### src/rtl/ovd_pkg.sv
package ovd_pkg;

	////////////////////////////////////////////////////////////////////////
	// clock and timing
	localparam int unsigned CLK_HZ          = 50_000_000;
	localparam int unsigned ID_DEBOUNCE_MS  = 10;
	// debounce length in cycles, rounded down as a longest settle time
	localparam int unsigned ID_DEBOUNCE_CYC = ID_DEBOUNCE_MS * (CLK_HZ / 1000);

	////////////////////////////////////////////////////////////////////////
	// register byte offsets
	localparam logic [7:0] CTRL_OFS   = 8'h00;
	localparam logic [7:0] STATUS_OFS = 8'h04;
	localparam logic [7:0] EVENT_OFS  = 8'h08;

	localparam logic [1:0] RESP_OKAY   = 2'h0;
	localparam logic [1:0] RESP_SLVERR = 2'h2;

	////////////////////////////////////////////////////////////////////////
	// control register fields
	localparam int CTRL_W         = 16;
	localparam int C_PUMP_OFF     = 0;
	localparam int C_EXT_OSC      = 1;
	localparam int C_VBUS_CHRG    = 2;
	localparam int C_VBUS_DISCHRG = 3;
	localparam int C_VBUS_DRV     = 4;
	localparam int C_DP_PU        = 5;
	localparam int C_DP_PD        = 6;
	localparam int C_DM_PU        = 7;
	localparam int C_DM_PD        = 8;
	localparam int C_UART_EN      = 9;
	localparam int C_UART_IO      = 10;
	localparam int C_AUDIO_EN     = 11;
	localparam int C_THR_SEL      = 12;
	localparam int C_PULSE_RISE   = 13;
	localparam int C_PULSE_FLAG_EN = 14;
	localparam int C_RCS_DIS      = 15;
	// pump off, current source disabled, line drive on, every other switch open
	localparam logic [15:0] CTRL_RST = 16'h8001;

	////////////////////////////////////////////////////////////////////////
	// status register fields (read only)
	localparam int S_VBUS_VALID = 0;
	localparam int S_SESS_VALID = 1;
	localparam int S_SESS_END   = 2;
	localparam int S_ID_GND     = 3;
	localparam int S_ID_FLOAT   = 4;
	localparam int S_PUMP_AT_TGT = 5;
	localparam int S_PUMP_OSC   = 6;

	////////////////////////////////////////////////////////////////////////
	// event register fields (sticky, write one to clear)
	localparam int         EV_W         = 2;
	localparam int         E_ID_CHANGED = 0;
	localparam int         E_CARKIT     = 1;
	localparam logic [1:0] EV_RST       = 2'h0;

	// id state after reset: floating, no device present
	localparam logic [1:0] ID_RST = 2'h1;

endpackage

### src/rtl/ovd_id_debounce.sv
// holds {grounded, floating} until a new, non-conflicting value has been
// seen unchanged for STABLE_CYC cycles
module ovd_id_debounce #(
	parameter int unsigned STABLE_CYC = ovd_pkg::ID_DEBOUNCE_CYC
) (
	input  wire logic       aclk,
	input  wire logic       aresetn,
	input  wire logic       raw_gnd,
	input  wire logic       raw_float,
	output logic            id_gnd,
	output logic            id_float,
	output logic            id_changed
);
	localparam int CW = $clog2(STABLE_CYC + 1);

	initial
	begin
		if (STABLE_CYC < 2)
			$error("ovd_id_debounce: STABLE_CYC must be at least 2");
	end

	logic [1:0]    cand_r;
	logic [1:0]    stable_r;
	logic [CW-1:0] cnt_r;
	logic          chg_r;
	logic [1:0]    sample;

	assign sample = {raw_gnd, raw_float};

	// a both-high sample is plug bounce; it restarts the wait and never
	// qualifies, so the conflict cannot reach the status
	always_ff @(posedge aclk)
	begin
		if (!aresetn)
		begin
			cand_r   <= ovd_pkg::ID_RST;
			stable_r <= ovd_pkg::ID_RST;
			cnt_r    <= '0;
			chg_r    <= 1'b0;
		end
		else
		begin
			chg_r <= 1'b0;
			if (sample != cand_r || sample == 2'h3)
			begin
				cand_r <= sample;
				cnt_r  <= '0;
			end
			else if (cnt_r != CW'(STABLE_CYC - 1))
				cnt_r <= cnt_r + 1'b1;
			else if (stable_r != cand_r)
			begin
				stable_r <= cand_r;
				chg_r    <= 1'b1;
			end
		end
	end

	assign id_gnd     = stable_r[1];
	assign id_float   = stable_r[0];
	assign id_changed = chg_r;

endmodule // ovd_id_debounce

### src/rtl/ovd_carkit_detect.sv
// watches one D+ threshold and reports one-cycle pulses on a chosen edge
module ovd_carkit_detect (
	input  wire logic aclk,
	input  wire logic aresetn,
	input  wire logic audio_en,
	input  wire logic flag_en,
	input  wire logic thr_sel,
	input  wire logic rise_edge,
	input  wire logic dp_above_hi,
	input  wire logic dp_above_lo,
	output logic      pulse_seen
);
	logic sel_cmp;
	logic prev_r;
	logic thr_q_r;
	logic edge_hit;

	// one comparator at a time: 1 picks the high level, 0 the low one
	assign sel_cmp  = thr_sel ? dp_above_hi : dp_above_lo;
	assign edge_hit = rise_edge ? (sel_cmp & ~prev_r)
	                            : (~sel_cmp & prev_r);

	// a threshold swap would look like an edge, so that cycle is skipped
	always_ff @(posedge aclk)
	begin
		if (!aresetn)
		begin
			prev_r  <= 1'b0;
			thr_q_r <= 1'b0;
		end
		else
		begin
			prev_r  <= sel_cmp;
			thr_q_r <= thr_sel;
		end
	end

	assign pulse_seen = audio_en & flag_en & edge_hit
	                    & (thr_sel == thr_q_r);

endmodule // ovd_carkit_detect

### src/rtl/ovd_top.sv
// Design decisions made here: the register addresses and the AXI4-Lite slave port.
module ovd_top #(
	parameter int unsigned DEBOUNCE_CYC = ovd_pkg::ID_DEBOUNCE_CYC
) (
	input  wire logic        aclk,
	input  wire logic        aresetn,
	// axi4-lite slave
	input  wire logic [7:0]  s_axi_awaddr,
	input  wire logic [2:0]  s_axi_awprot,
	input  wire logic        s_axi_awvalid,
	output logic             s_axi_awready,
	input  wire logic [31:0] s_axi_wdata,
	input  wire logic [3:0]  s_axi_wstrb,
	input  wire logic        s_axi_wvalid,
	output logic             s_axi_wready,
	output logic [1:0]       s_axi_bresp,
	output logic             s_axi_bvalid,
	input  wire logic        s_axi_bready,
	input  wire logic [7:0]  s_axi_araddr,
	input  wire logic [2:0]  s_axi_arprot,
	input  wire logic        s_axi_arvalid,
	output logic             s_axi_arready,
	output logic [31:0]      s_axi_rdata,
	output logic [1:0]       s_axi_rresp,
	output logic             s_axi_rvalid,
	input  wire logic        s_axi_rready,
	// comparator results
	input  wire logic        vbus_valid_cmp,
	input  wire logic        sess_valid_cmp,
	input  wire logic        sess_end_cmp,
	input  wire logic        pump_at_target,
	input  wire logic        id_gnd_cmp,
	input  wire logic        id_float_cmp,
	input  wire logic        dp_above_hi_cmp,
	input  wire logic        dp_above_lo_cmp,
	// charge pump clocking
	input  wire logic        int_osc,
	input  wire logic        ext_osc,
	output logic             pump_enable,
	output logic             pump_osc,
	// analog switches
	output logic             vbus_charge_sw,
	output logic             vbus_discharge_sw,
	output logic             vbus_pump_sw,
	output logic             dp_pullup_sw,
	output logic             dp_pulldown_sw,
	output logic             dm_pullup_sw,
	output logic             dm_pulldown_sw,
	output logic             id_cs_enable,
	output logic             line_drive_en,
	// serial mux
	input  wire logic        line_rx,
	output logic             line_tx,
	input  wire logic        minus_line_tx_pin,
	input  wire logic        gpio_tx_pin,
	output logic             plus_line_rx_pin,
	output logic             plus_line_rx_pin_oe,
	output logic             gpio_rx_pin,
	output logic             gpio_rx_pin_oe
);

	initial
	begin
		if (DEBOUNCE_CYC < 2)
			$error("ovd_top: DEBOUNCE_CYC must be at least 2");
	end

	////////////////////////////////////////////////////////////////////////
	// state
	logic [ovd_pkg::CTRL_W-1:0] ctrl_r;
	logic [ovd_pkg::EV_W-1:0]   ev_r;
	logic                       aw_held_r;
	logic [7:0]                 aw_addr_r;
	logic                       w_held_r;
	logic [31:0]                w_data_r;
	logic [3:0]                 w_strb_r;
	logic                       bvalid_r;
	logic [1:0]                 bresp_r;
	logic                       rvalid_r;
	logic [1:0]                 rresp_r;
	logic [31:0]                rdata_r;
	logic                       pump_osc_r;
	logic                       line_tx_r;
	logic                       plus_rx_r;
	logic                       plus_rx_oe_r;
	logic                       gpio_rx_r;
	logic                       gpio_rx_oe_r;
	logic                       id_gnd_q_r;

	logic [31:0] wmask;
	logic        do_write;
	logic        wr_ctrl;
	logic        wr_event;
	logic        wr_hit;
	logic        id_gnd;
	logic        id_float;
	logic        id_changed;
	logic        carkit_hit;
	logic        id_gnd_fall;
	logic [31:0] status_word;
	logic [ovd_pkg::CTRL_W-1:0] ctrl_nxt;
	logic [ovd_pkg::EV_W-1:0]   ev_clr;

	////////////////////////////////////////////////////////////////////////
	// write channel: address and data are taken in either order, and
	// neither is accepted again until the response has been consumed
	assign s_axi_awready = ~aw_held_r & ~bvalid_r;
	assign s_axi_wready  = ~w_held_r & ~bvalid_r;
	assign do_write      = aw_held_r & w_held_r & ~bvalid_r;
	assign wr_ctrl  = do_write & (aw_addr_r == ovd_pkg::CTRL_OFS);
	assign wr_event = do_write & (aw_addr_r == ovd_pkg::EVENT_OFS);
	assign wr_hit   = wr_ctrl | wr_event
	                  | (aw_addr_r == ovd_pkg::STATUS_OFS);

	always_ff @(posedge aclk)
	begin
		if (!aresetn)
		begin
			aw_held_r <= 1'b0;
			aw_addr_r <= 8'h00;
		end
		else if (s_axi_awvalid && s_axi_awready)
		begin
			aw_held_r <= 1'b1;
			aw_addr_r <= {s_axi_awaddr[7:2], 2'h0};
		end
		else if (do_write)
			aw_held_r <= 1'b0;
	end

	always_ff @(posedge aclk)
	begin
		if (!aresetn)
		begin
			w_held_r <= 1'b0;
			w_data_r <= 32'h0000_0000;
			w_strb_r <= 4'h0;
		end
		else if (s_axi_wvalid && s_axi_wready)
		begin
			w_held_r <= 1'b1;
			w_data_r <= s_axi_wdata;
			w_strb_r <= s_axi_wstrb;
		end
		else if (do_write)
			w_held_r <= 1'b0;
	end

	// status is read only: a write there is accepted and dropped
	always_ff @(posedge aclk)
	begin
		if (!aresetn)
		begin
			bvalid_r <= 1'b0;
			bresp_r  <= ovd_pkg::RESP_OKAY;
		end
		else if (do_write)
		begin
			bvalid_r <= 1'b1;
			bresp_r  <= wr_hit ? ovd_pkg::RESP_OKAY : ovd_pkg::RESP_SLVERR;
		end
		else if (s_axi_bready)
			bvalid_r <= 1'b0;
	end

	assign s_axi_bvalid = bvalid_r;
	assign s_axi_bresp  = bresp_r;

	// byte lanes to bit mask
	for (genvar b = 0; b < 4; b++)
	begin : g_lane
		assign wmask[8*b +: 8] = {8{w_strb_r[b]}};
	end

	////////////////////////////////////////////////////////////////////////
	// control register
	always_comb
	begin
		ctrl_nxt = ctrl_r;
		if (wr_ctrl)
			ctrl_nxt = (ctrl_r & ~wmask[ovd_pkg::CTRL_W-1:0])
			         | (w_data_r[ovd_pkg::CTRL_W-1:0]
			            & wmask[ovd_pkg::CTRL_W-1:0]);
		// removal re-disables the source; it beats a write in the
		// same cycle so the source never stays on for a gone device
		if (id_gnd_fall)
			ctrl_nxt[ovd_pkg::C_RCS_DIS] = 1'b1;
	end

	always_ff @(posedge aclk)
	begin
		if (!aresetn)
			ctrl_r <= ovd_pkg::CTRL_RST;
		else
			ctrl_r <= ctrl_nxt;
	end

	////////////////////////////////////////////////////////////////////////
	// id detection
	ovd_id_debounce #(
		.STABLE_CYC (DEBOUNCE_CYC)
	) u_id_debounce (
		.aclk       (aclk),
		.aresetn    (aresetn),
		.raw_gnd    (id_gnd_cmp),
		.raw_float  (id_float_cmp),
		.id_gnd     (id_gnd),
		.id_float   (id_float),
		.id_changed (id_changed)
	);

	always_ff @(posedge aclk)
	begin
		if (!aresetn)
			id_gnd_q_r <= 1'b0;
		else
			id_gnd_q_r <= id_gnd;
	end

	assign id_gnd_fall = id_gnd_q_r & ~id_gnd;

	////////////////////////////////////////////////////////////////////////
	// car-kit pulse watch
	ovd_carkit_detect u_carkit (
		.aclk        (aclk),
		.aresetn     (aresetn),
		.audio_en    (ctrl_r[ovd_pkg::C_AUDIO_EN]),
		.flag_en     (ctrl_r[ovd_pkg::C_PULSE_FLAG_EN]),
		.thr_sel     (ctrl_r[ovd_pkg::C_THR_SEL]),
		.rise_edge   (ctrl_r[ovd_pkg::C_PULSE_RISE]),
		.dp_above_hi (dp_above_hi_cmp),
		.dp_above_lo (dp_above_lo_cmp),
		.pulse_seen  (carkit_hit)
	);

	////////////////////////////////////////////////////////////////////////
	// sticky events; a new event in the clearing cycle is kept
	assign ev_clr = wr_event
	                ? (w_data_r[ovd_pkg::EV_W-1:0]
	                   & wmask[ovd_pkg::EV_W-1:0])
	                : '0;

	always_ff @(posedge aclk)
	begin
		if (!aresetn)
			ev_r <= ovd_pkg::EV_RST;
		else
		begin
			ev_r <= ev_r & ~ev_clr;
			if (id_changed)
				ev_r[ovd_pkg::E_ID_CHANGED] <= 1'b1;
			if (carkit_hit)
				ev_r[ovd_pkg::E_CARKIT] <= 1'b1;
		end
	end

	////////////////////////////////////////////////////////////////////////
	// read channel: one cycle from address to data
	always_comb
	begin
		status_word = 32'h0000_0000;
		status_word[ovd_pkg::S_VBUS_VALID]  = vbus_valid_cmp;
		status_word[ovd_pkg::S_SESS_VALID]  = sess_valid_cmp;
		status_word[ovd_pkg::S_SESS_END]    = sess_end_cmp;
		status_word[ovd_pkg::S_ID_GND]      = id_gnd;
		status_word[ovd_pkg::S_ID_FLOAT]    = id_float;
		status_word[ovd_pkg::S_PUMP_AT_TGT] = pump_at_target;
		status_word[ovd_pkg::S_PUMP_OSC]    = pump_osc_r;
	end

	assign s_axi_arready = ~rvalid_r;

	always_ff @(posedge aclk)
	begin
		if (!aresetn)
		begin
			rvalid_r <= 1'b0;
			rresp_r  <= ovd_pkg::RESP_OKAY;
			rdata_r  <= 32'h0000_0000;
		end
		else if (s_axi_arvalid && s_axi_arready)
		begin
			rvalid_r <= 1'b1;
			rresp_r  <= ovd_pkg::RESP_OKAY;
			case ({s_axi_araddr[7:2], 2'h0})
				ovd_pkg::CTRL_OFS:
					rdata_r <= {16'h0000, ctrl_r};
				ovd_pkg::STATUS_OFS:
					rdata_r <= status_word;
				ovd_pkg::EVENT_OFS:
					rdata_r <= {30'h0000_0000, ev_r};
				default:
				begin
					rdata_r <= 32'h0000_0000;
					rresp_r <= ovd_pkg::RESP_SLVERR;
				end
			endcase
		end
		else if (s_axi_rready)
			rvalid_r <= 1'b0;
	end

	assign s_axi_rvalid = rvalid_r;
	assign s_axi_rresp  = rresp_r;
	assign s_axi_rdata  = rdata_r;

	////////////////////////////////////////////////////////////////////////
	// charge pump gating; the oscillator inputs are sampled, so they must
	// be well below half the system clock
	always_ff @(posedge aclk)
	begin
		if (!aresetn)
			pump_osc_r <= 1'b0;
		else
			pump_osc_r <= ~ctrl_r[ovd_pkg::C_PUMP_OFF]
			              & ~pump_at_target
			              & (ctrl_r[ovd_pkg::C_EXT_OSC]
			                 ? ext_osc : int_osc);
	end

	assign pump_osc    = pump_osc_r;
	assign pump_enable = ~ctrl_r[ovd_pkg::C_PUMP_OFF];

	////////////////////////////////////////////////////////////////////////
	// switches straight from their own control bits
	assign vbus_charge_sw    = ctrl_r[ovd_pkg::C_VBUS_CHRG];
	assign vbus_discharge_sw = ctrl_r[ovd_pkg::C_VBUS_DISCHRG];
	assign vbus_pump_sw      = ctrl_r[ovd_pkg::C_VBUS_DRV];
	assign dp_pullup_sw      = ctrl_r[ovd_pkg::C_DP_PU];
	assign dp_pulldown_sw    = ctrl_r[ovd_pkg::C_DP_PD];
	assign dm_pullup_sw      = ctrl_r[ovd_pkg::C_DM_PU];
	assign dm_pulldown_sw    = ctrl_r[ovd_pkg::C_DM_PD];
	assign id_cs_enable      = ~ctrl_r[ovd_pkg::C_RCS_DIS];
	// serial mode wins over audio when both bits are set
	assign line_drive_en     = ctrl_r[ovd_pkg::C_UART_EN]
	                           | ~ctrl_r[ovd_pkg::C_AUDIO_EN];

	////////////////////////////////////////////////////////////////////////
	// serial mux; with serial mode off both receive pins are released and line_tx is held low
	always_ff @(posedge aclk)
	begin
		if (!aresetn)
		begin
			line_tx_r    <= 1'b0;
			plus_rx_r    <= 1'b0;
			plus_rx_oe_r <= 1'b0;
			gpio_rx_r    <= 1'b0;
			gpio_rx_oe_r <= 1'b0;
		end
		else if (ctrl_r[ovd_pkg::C_UART_EN])
		begin
			line_tx_r    <= ctrl_r[ovd_pkg::C_UART_IO]
			                ? gpio_tx_pin : minus_line_tx_pin;
			plus_rx_r    <= line_rx;
			plus_rx_oe_r <= ~ctrl_r[ovd_pkg::C_UART_IO];
			gpio_rx_r    <= line_rx;
			gpio_rx_oe_r <= ctrl_r[ovd_pkg::C_UART_IO];
		end
		else
		begin
			line_tx_r    <= 1'b0;
			plus_rx_oe_r <= 1'b0;
			gpio_rx_oe_r <= 1'b0;
		end
	end

	assign line_tx             = line_tx_r;
	assign plus_line_rx_pin    = plus_rx_r;
	assign plus_line_rx_pin_oe = plus_rx_oe_r;
	assign gpio_rx_pin         = gpio_rx_r;
	assign gpio_rx_pin_oe      = gpio_rx_oe_r;

endmodule // ovd_top

### config.mk
export PLATFORM = sky130hd
export DESIGN_NAME = ovd_top
export DESIGN_NICKNAME = d
export VERILOG_FILES = /design/src/rtl/ovd_pkg.sv /design/src/rtl/ovd_id_debounce.sv /design/src/rtl/ovd_carkit_detect.sv /design/src/rtl/ovd_top.sv
export SDC_FILE = /design/constraint.sdc
export NUM_CORES = 1
export LEC_CHECK = 0
export BUFFER_PORTS_ARGS = -buffer_cell sky130_fd_sc_hd__buf_2
export CAP_MARGIN = 25
export CORE_ASPECT_RATIO = 2
export CORE_UTILIZATION = 46
export DETAILED_ROUTE_END_ITERATION = 16
export PLACE_DENSITY = 0.76
export SLEW_MARGIN = 20
export SYNTH_ARGS = -nofsm -noshare
export SYNTH_HDL_FRONTEND = slang
export SYNTH_SLANG_ARGS = --single-unit
### constraint.sdc
create_clock -name aclk -period 1.45 [get_ports aclk]
set_input_delay 0.2175 -clock aclk [delete_from_list [all_inputs] [get_ports aclk]]
set_output_delay 0.2175 -clock aclk [all_outputs]
set_load 0.02 [all_outputs]
==> results.json, run 1 <==
{
  "synth-main-ff-cell": "dfxtp_1",
  "rows": 48,
  "io_pins": 135,
  "outcome": "complete, but fails checks",
  "place_area_sq_mm": 0.00496,
  "drt-pass1-iter-count": 4,
  "initial_core_util_pct": 47.6,
  "avgSynthCellArea_sq_um": 9.00,
  "yosys_warnings": 0,
  "place_inst": 668,
  "min_path_type": "in2reg",
  "whs_ns": 0.0833,
  "clkTransAtPathRegs_ns": 0.07,
  "synth_edf_count": 0,
  "skew_ns": 0.0105,
  "detail_route.wl_per_cell_um": 14.9,
  "drt_wl_total_um": 10200,
  "port_buffers": 88,
  "cp_data_arrival_time_ns": 1.76,
  "fin_ws_ns": -0.0455,
  "pre_cts_ws_ns": -0.176,
  "p_leak_nw": 2.23,
  "diodes": 0,
  "antenna_found_initial": 0,
  "routabilityCongestion": 0.867,
  "nets": 662,
  "cts.root.buffer_cell": "clkbuf_16",
  "rsz0062_at_grt": "true",
  "cap_violations": 0,
  "antenna_left": 0,
  "first_iter_violations": 151,
  "crit_type": "reg2reg",
  "synth_area_sq_mm": 0.00414,
  "die_x_um": 69.1,
  "cts_hold_buf": 0,
  "synth_cell_types": 53,
  "num-fill-cells": 725,
  "postLayoutCellArea_sq_mm": 0.00546,
  "power.total_mw": 5.71,
  "ys_seq_area_share_pct": 46.4,
  "fin_crit_sh_pct": 103,
  "vdd_drop_max_uv": 572,
  "period_minus_slack_ns": 1.50,
  "seq_area_sq_mm": 0.00195,
  "endpoint_kind": "register",
  "grt_max_degree": 59,
  "ys_ff_latch": 96,
  "vias": 3648,
  "coreArea_sq_mm": 0.00871,
  "fin_setup_tns_ns": -0.222,
  "cts_tree": "done",
  "h-tree-depth": 3,
  "crit_fanout": 6,
  "ys_async_sr_fraction_pct": 0,
  "power_density_mw_per_mm2": 1050,
  "drc": 0,
  "viasPerCell": 5.30,
  "clock_path_buffers": 2,
  "multi_input_area_sq_mm": 0.00216,
  "syn_to_final_growth_pct": 31.7,
  "violations": "negative setup slack",
  "required_ns": 1.71,
  "dp.final_hpwl_um": 7280,
  "fin_util_pct": 62.6,
  "final-hold-violation-count": 0,
  "gr-usage-all-layers_pct": 21.9,
  "layout-drive-gt1-share_pct": 34.7,
  "clkLatencyLatePin_ns": 0.35,
  "clock-sinks": 96,
  "dieArea_sq_mm": 0.00941,
  "grt_overflow": 0,
  "grt_pass1_wl_um": 16300,
  "die_y_um": 136,
  "grt_pass1_vias": 3583,
  "cts-buffers-inserted": 9,
  "startpoint_type": "register",
  "drv_slew": 0,
  "netlist_instances": 460,
  "layout.cells.non_filler": 688,
  "setup_viol": 10,
  "fmax_ghz": 0.669
}
==> path summary, 6_finish.rpt <==
check	start	to	slack (ns)	cells past startpoint
worst max-delay path	u_id_debounce.cnt_r[6]	u_id_debounce.cnt_r[5]	-0.05	5
worst min register to register	u_id_debounce.id_changed	ev_r[0]	0.44	1
worst min-delay path	pump_at_target	pump_osc	0.08	2
worst max register to register	u_id_debounce.cnt_r[6]	u_id_debounce.cnt_r[5]	-0.05	5
==> worst max-delay path: stages (launching register included) <==
cell and delay [ns]:
dfxtp_2 0.35, nor4b_4 0.37, and4_4 0.34, buf_6 0.10
a21oi_1 0.07, mux2i_1 0.17
==> per-layer routing <==
metal / wire, um / global-route usage (%) / vias to the layer above / part of all wire [%]
met5: 0 / 0 / - / 0
met4: 303 / 12.5 / 0 / 3.0
met3: 399 / 4.82 / 23 / 3.9
met2: 5940 / 42.2 / 104 / 58
met1: 3580 / 20.9 / 1700 / 35
li1: - / - / 1821 / -
==> cell families (layout without fill, tap and decap cells) <==
family	count (synthesis)	in the layout	share of synthesized area, %
adder cells (fa/ha/maj)	1	1	0.302
buffers and inverters	53	164	6.59
flip-flops	96	96	46.4
multiplexers	23	23	5.71
XOR/XNOR	12	12	2.54
AO/OA/AOI/OAI	83	83	13.4
AND/OR/NAND/NOR	191	191	25.0
other	1	18	0.0905
==> Yosys cell counts (all sizes together) (6+ instances only) <==
library cell	instances	share of area [%]
inv	9	0.82
buf	23	3.8
nand4	7	1.1
dfxtp	96	46
nand2b	6	0.91
xor2	6	1.3
nand2	68	6.2
xnor2	6	1.3
clkbuf	21	1.9
a21boi	20	3.6
and2	6	0.91
nor2	13	1.2
nand3	27	3.4
mux2i	18	4.4
o21ai	18	2.2
nor2b	27	4.1
a21oi	12	1.5
a22oi	16	2.9
==> report_power, final <==
group	total (mW)	internal (mW)	switching [mW]
sequential	2.74	2.69	0.0451
clock	2.47	1.41	1.06
combinational	0.502	0.213	0.289
total	5.71	4.31	1.39
==> repair_timing <==
| action | CTS | global route |
|---|---|---|
| pin swaps | 6 | 11 |
| resized for setup | 19 | 31 |
| setup endpoints to repair | 14 | 27 |
| setup buffers | 2 | 2 |
==> cell type report <==
type / count / share of cell area [%]
Clock buffer: 10 / 4.38
Tap cell: 100 / 2.29
Timing Repair Buffer: 139 / 16.1
Sequential cell: 96 / 35.8
Inverter: 9 / 0.619
Clock inverter: 6 / 1.33
Multi-Input combinational cell: 328 / 39.5
==> cell usage in the layout, fill, tap and decap left out, types with 3 or more instances in the layout <==
cell	instances
mux2_2	5
nand2_1	66
xnor2_1	6
buf_6	8
or4_4	3
nand4_1	7
nor3_1	5
nor2b_1	27
dfxtp_1	83
o21ai_0	13
buf_4	41
o21ai_1	5
mux2i_1	18
clkbuf_16	9
dfxtp_2	8
dfxtp_4	5
o31ai_1	4
a21boi_0	19
nand3b_1	5
and2_1	4
conb_1	18
o21a_1	4
nor2_1	11
nand3_1	24
inv_1	9
buf_2	88
xor2_1	6
a21oi_1	10
a22oi_1	16
nand2b_1	6
and4_4	3
Power figures use the tool's default switching activity.
==> run 2: changes to the inputs <==
--- a/config.mk
+++ b/config.mk
@@ -9,8 +9,10 @@
 export CAP_MARGIN = 25
 export CORE_ASPECT_RATIO = 2
 export CORE_UTILIZATION = 46
+export CTS_CLUSTER_DIAMETER = 50
+export CTS_CLUSTER_SIZE = 25
 export DETAILED_ROUTE_END_ITERATION = 16
-export PLACE_DENSITY = 0.76
+export PLACE_DENSITY = 0.84
 export SLEW_MARGIN = 20
 export SYNTH_ARGS = -nofsm -noshare
 export SYNTH_HDL_FRONTEND = slang
==> run 2 against run 1 <==
Compared with the run above:
- register-to-register slack worse by 0.12 ns
- the flow still finishes with violations (negative setup slack)
- via count rose by 3.9%
- total power grew 1.3%
- utilization up 1.1 points
- sequential share of layout area decreased by 0.44 points
- routed wire length is 9.3% higher
- final cell count increased by 0.73%
- highest routed layer unchanged
- critical path depth shrank 1
- global-route usage is 0.19 points higher
- clock power increased by 2%
- count of clock-buffer cells in the layout fell by 1
- combinational power grew 4.0%
- critical endpoint is now u_id_debounce.stable_r[1]
==> results.json, run 2 (synthesized netlist as in run 1, its figures left out) <==
{
  "final_common_cell": "buf_2",
  "rr_endpoint": "u_id_debounce.stable_r[1]",
  "whs_ns": 0.0712,
  "drc": 0,
  "coreArea_sq_mm": 0.00871,
  "min_path_type": "in2reg",
  "drt-pass1-iter-count": 7,
  "h-tree-depth": 3,
  "power_density_mw_per_mm2": 1040,
  "final-hold-violation-count": 0,
  "die_x_um": 69.1,
  "min_to": "pump_osc",
  "syn_to_final_growth_pct": 34.0,
  "slowest_stage": "dfxtp_1",
  "skew_ns": 0.00636,
  "period_minus_slack_ns": 1.61,
  "viasPerCell": 5.47,
  "place_area_sq_mm": 0.00495,
  "rows": 48,
  "startpoint_type": "register",
  "cts.root.buffer_cell": "clkbuf_16",
  "outcome": "complete, but fails checks",
  "path_cells": "nor4bb_4 > and4_4 > and3_4 > mux2i_1",
  "drt_wl_total_um": 11200,
  "crit_fanout": 5,
  "cp_data_arrival_time_ns": 1.86,
  "io_pins": 135,
  "dp.final_hpwl_um": 7480,
  "rsz0062_at_grt": "true",
  "routabilityCongestion": 0.888,
  "cap_violations": 0,
  "diodes": 0,
  "grt_overflow": 0,
  "gr-usage-all-layers_pct": 22.1,
  "first_iter_violations": 201,
  "min_path_cells": 2,
  "die_y_um": 136,
  "required_ns": 1.70,
  "grt_pass1_wl_um": 16500,
  "port_buffers": 88,
  "r2r-start": "u_id_debounce.cnt_r[15]",
  "rr_worst_depth": 4,
  "detail_route.wl_per_cell_um": 16.1,
  "grt_max_degree": 45,
  "fmax_ghz": 0.621,
  "clkTransAtPathRegs_ns": 0.07,
  "grt_pass1_vias": 3665,
  "cpPeakStageDelay_ns": 0.39,
  "power.total_mw": 5.78,
  "fin_ws_ns": -0.161,
  "p_leak_nw": 2.27,
  "cts-buffers-inserted": 9,
  "initial_core_util_pct": 47.6,
  "violations": "negative setup slack",
  "clkLatencyLatePin_ns": 0.34,
  "fin_crit_sh_pct": 111,
  "setup_viol": 10,
  "layout-drive-gt1-share_pct": 36.8,
  "nets": 667,
  "final_cell_mix": "buf_2, dfxtp_1, nand2_1",
  "rrSetupSlack_ns": -0.16,
  "antenna_found_initial": 0,
  "vias": 3792,
  "vdd_drop_max_uv": 698,
  "postLayoutCellArea_sq_mm": 0.00555,
  "fin_util_pct": 63.7,
  "clock-sinks": 96,
  "drv_slew": 0,
  "dieArea_sq_mm": 0.00941,
  "cts_tree": "done",
  "cts_hold_buf": 0,
  "antenna_left": 0,
  "min-delay-start": "pump_at_target",
  "crit_type": "reg2reg",
  "clock_path_buffers": 2,
  "endpoint_kind": "register"
}
[run 2: cell count changes in the layout (fill, tap and decap cells not counted), sizes merged]
cell	previous run	this run
bufinv	1	2
buf	139	144
clkbuf	10	9
clkinv	0	3
inv	13	10
[run 2: where the power goes]
part           switching [mW]  leakage [nW]  internal (mW)
Clock                    1.01         0.156           1.51
Sequential             0.0461         0.789           2.69
Combinational           0.301          1.33          0.221
Total                    1.36          2.27           4.42
[run 2: through the flow]
stage	setup WS (ns)	cells	TNS, ns
3_3_place_gp	-0.0415	665	-0.269
5_1_grt	-0.211	693	-1.16
6_report	-0.161	693	-0.377
3_5_place_dp	-0.116	665	-1.12
2_1_floorplan	-0.0531	477	-0.743
4_1_cts	0.000851	684	0
[run 2: worst max-delay path by stage]
stage,startpoint,to,slack (ns),cells after the start
floorplan,s_axi_bvalid,register,-0.05,4
global placement,u_id_debounce.cnt_r[5],u_id_debounce.cnt_r[13],-0.04,4
detailed placement,u_id_debounce.cnt_r[1],u_id_debounce.cnt_r[15],-0.12,4
CTS,u_id_debounce.cnt_r[4],u_id_debounce.cnt_r[13],0.0009,4
global route,u_id_debounce.cnt_r[15],u_id_debounce.stable_r[1],-0.21,4
finish,u_id_debounce.cnt_r[15],u_id_debounce.stable_r[1],-0.16,4
[run 2: layout make-up]
class / count / area (sq um)
timing repair buffer: 144 / 917
multi-input combinational: 328 / 2190
clock inverter: 7 / 95.1
inverter: 9 / 33.8
fill: 672 / 3160
clock buffer: 9 / 225
sequential: 96 / 1960
tap: 100 / 125
[run 2: repair_timing]
action,4_1_cts,5_1_grt
gates resized for setup,18,39
gates cloned,0,0
pin swaps,7,13
buffers inserted,3,9
setup endpoints to repair,10,23
[run 2: layer usage]
layer | global-route usage [%] | vias up | share of wire, %
met3 | 4.89 | 45 | 4.2
met5 | 0 | - | 0
li1 | - | 1811 | -
met4 | 12.0 | 0 | 4.9
met2 | 42.4 | 125 | 56
met1 | 21.4 | 1811 | 35
[run 2: critical path: cells and delay by family, from the launching register on]
| family | cells | cell delay, ns |
|---|---|---|
| flops | 1 | 0.39 |
| mux | 1 | 0.26 |
| simple gates | 3 | 0.87 |
==> run 3: changes to the inputs <==
--- a/config.mk
+++ b/config.mk
@@ -5,14 +5,14 @@
 export SDC_FILE = /design/constraint.sdc
 export NUM_CORES = 1
 export LEC_CHECK = 0
-export BUFFER_PORTS_ARGS = -buffer_cell sky130_fd_sc_hd__buf_2
 export CAP_MARGIN = 25
 export CORE_ASPECT_RATIO = 2
-export CORE_UTILIZATION = 46
+export CORE_UTILIZATION = 55
 export CTS_CLUSTER_DIAMETER = 50
 export CTS_CLUSTER_SIZE = 25
 export DETAILED_ROUTE_END_ITERATION = 16
-export PLACE_DENSITY = 0.84
+export DONT_BUFFER_PORTS = 1
+export PLACE_DENSITY = 0.81
 export SLEW_MARGIN = 20
 export SYNTH_ARGS = -nofsm -noshare
 export SYNTH_HDL_FRONTEND = slang
==> run 3 against run 2 <==
Compared with the run above:
- the flow still finishes with violations (negative setup slack)
- hold slack got worse by 0.059 ns
- maximum frequency increased by 6.2%
- register-to-register slack improved by 0.09 ns
- largest power group is now clock
==> results.json, run 3 (synthesized netlist as in run 1, its figures left out) <==
{
  "viasPerCell": 5.80,
  "port_buffers": 0,
  "detail_route.wl_per_cell_um": 17.2,
  "drc": 0,
  "p_leak_nw": 1.86,
  "outcome": "complete, but fails checks",
  "critPathTopFamily": "compound AO/OA/AOI/OAI gates",
  "period_minus_slack_ns": 1.52,
  "io_pins": 135,
  "dp.final_hpwl_um": 6610,
  "clkTransAtPathRegs_ns": 0.06,
  "gr-usage-all-layers_pct": 25.5,
  "rsz0062_at_grt": "true",
  "crit_fanout": 3,
  "cpPeakStageDelay_ns": 0.37,
  "cts.root.buffer_cell": "clkbuf_16",
  "vias": 3457,
  "crit_type": "reg2reg",
  "first_iter_violations": 224,
  "path_cells": "ha_4 > and4_4 > nand3_2 > buf_4 > o31ai_1 > a21oi_2",
  "die_y_um": 125,
  "nets": 578,
  "syn_to_final_growth_pct": 22.8,
  "whs_ns": 0.0119,
  "skew_ns": 0.00593,
  "critPathBufInv": 1,
  "pre_cts_ws_ns": -0.101,
  "drv_slew": 0,
  "cts_tree": "done",
  "num-fill-cells": 546,
  "setup_viol": 7,
  "final_cell_mix": "dfxtp_1, nand2_1, buf_4",
  "die_x_um": 63.4,
  "fin_util_pct": 70.0,
  "layout-drive-gt1-share_pct": 22.8,
  "startpoint_type": "register",
  "rows": 44,
  "grt_pass1_vias": 3270,
  "coreArea_sq_mm": 0.00727,
  "final_common_cell": "dfxtp_1",
  "antenna_found_initial": 0,
  "drt-pass1-iter-count": 5,
  "final-hold-violation-count": 0,
  "h-tree-depth": 3,
  "cts-buffers-inserted": 9,
  "fmax_ghz": 0.659,
  "clkLatencyLatePin_ns": 0.34,
  "fin_crit_sh_pct": 105,
  "slowest_stage": "dfxtp_4",
  "routabilityCongestion": 0.877,
  "clock-sinks": 96,
  "diodes": 0,
  "cp_data_arrival_time_ns": 1.74,
  "drt_wl_total_um": 10300,
  "dieArea_sq_mm": 0.00790,
  "grt_pass1_wl_um": 15700,
  "clock_path_buffers": 2,
  "initial_core_util_pct": 57.0,
  "grt_overflow": 0,
  "power_density_mw_per_mm2": 1200,
  "required_ns": 1.67,
  "grt_max_degree": 95,
  "cap_violations": 0,
  "antenna_left": 0,
  "endpoint_kind": "register",
  "min_path_type": "in2reg",
  "fin_ws_ns": -0.0666,
  "vdd_drop_max_uv": 723,
  "violations": "negative setup slack"
}
[run 3: area by class of cell]
type                       instances  area [sq um]  share of cell area, %
multi-input combinational        328          2150                   42.3
clock buffer                      11           254                   4.99
timing repair buffer              55           457                   8.98
tap                               92           115                   2.26
inverter                           9          33.8                  0.664
sequential                        96          1950                   38.4
clock inverter                     5           125                   2.46
[run 3: power by group]
group / leakage (nW) / internal [mW] / switching, mW
combinational: 0.890 / 0.173 / 0.229
clock: 0.185 / 1.96 / 0.979
sequential: 0.787 / 2.69 / 0.0508
total: 1.86 / 4.83 / 1.26
[run 3: through the flow]
step	power (mW)	setup TNS [ns]	std cells	area [sq um]
floorplan	3.14	-0.743	477	4260
CTS	6.10	-0.0109	592	5000
detailed placement	3.18	-0.325	571	4490
finish	6.09	-0.259	596	5090
global placement	3.17	-0.0676	571	4490
global route	6.24	-1.04	596	5090
[run 3: repair_timing]
| item | CTS | global route |
|---|---|---|
| setup endpoints to repair | 13 | 23 |
| hold buffers | 4 | 1 |
| setup buffers | 1 | 3 |
| hold endpoints to repair | 7 | 1 |
| resized for setup | 25 | 17 |
| pin swaps | 7 | 5 |
[run 3: routing by layer]
metal	global-route usage [%]	part of all wire [%]	vias up
li1	-	-	1639
met1	23.4	35	1660
met2	48.4	57	123
met3	6.96	5.2	35
met4	13.1	3.5	0
met5	0	0	-
[run 3: worst paths after layout]
path	to	cells past startpoint	slack (ns)	from
max	u_id_debounce.cnt_r[18]	6	-0.07	u_id_debounce.cnt_r[1]
min	line_tx	1	0.01	gpio_tx_pin
min reg2reg	ev_r[0]	1	0.45	u_id_debounce.id_changed
max reg2reg	u_id_debounce.cnt_r[18]	6	-0.07	u_id_debounce.cnt_r[1]
[run 3: worst register-to-register path: cells and delay by family (launching register included)]
family | cells | cell delay [ns]
AND/OR/NAND/NOR | 2 | 0.33
AO/OA/AOI/OAI | 2 | 0.41
adder cells (fa/ha/maj) | 1 | 0.14
flip-flops | 1 | 0.37
buffers and inverters | 1 | 0.16
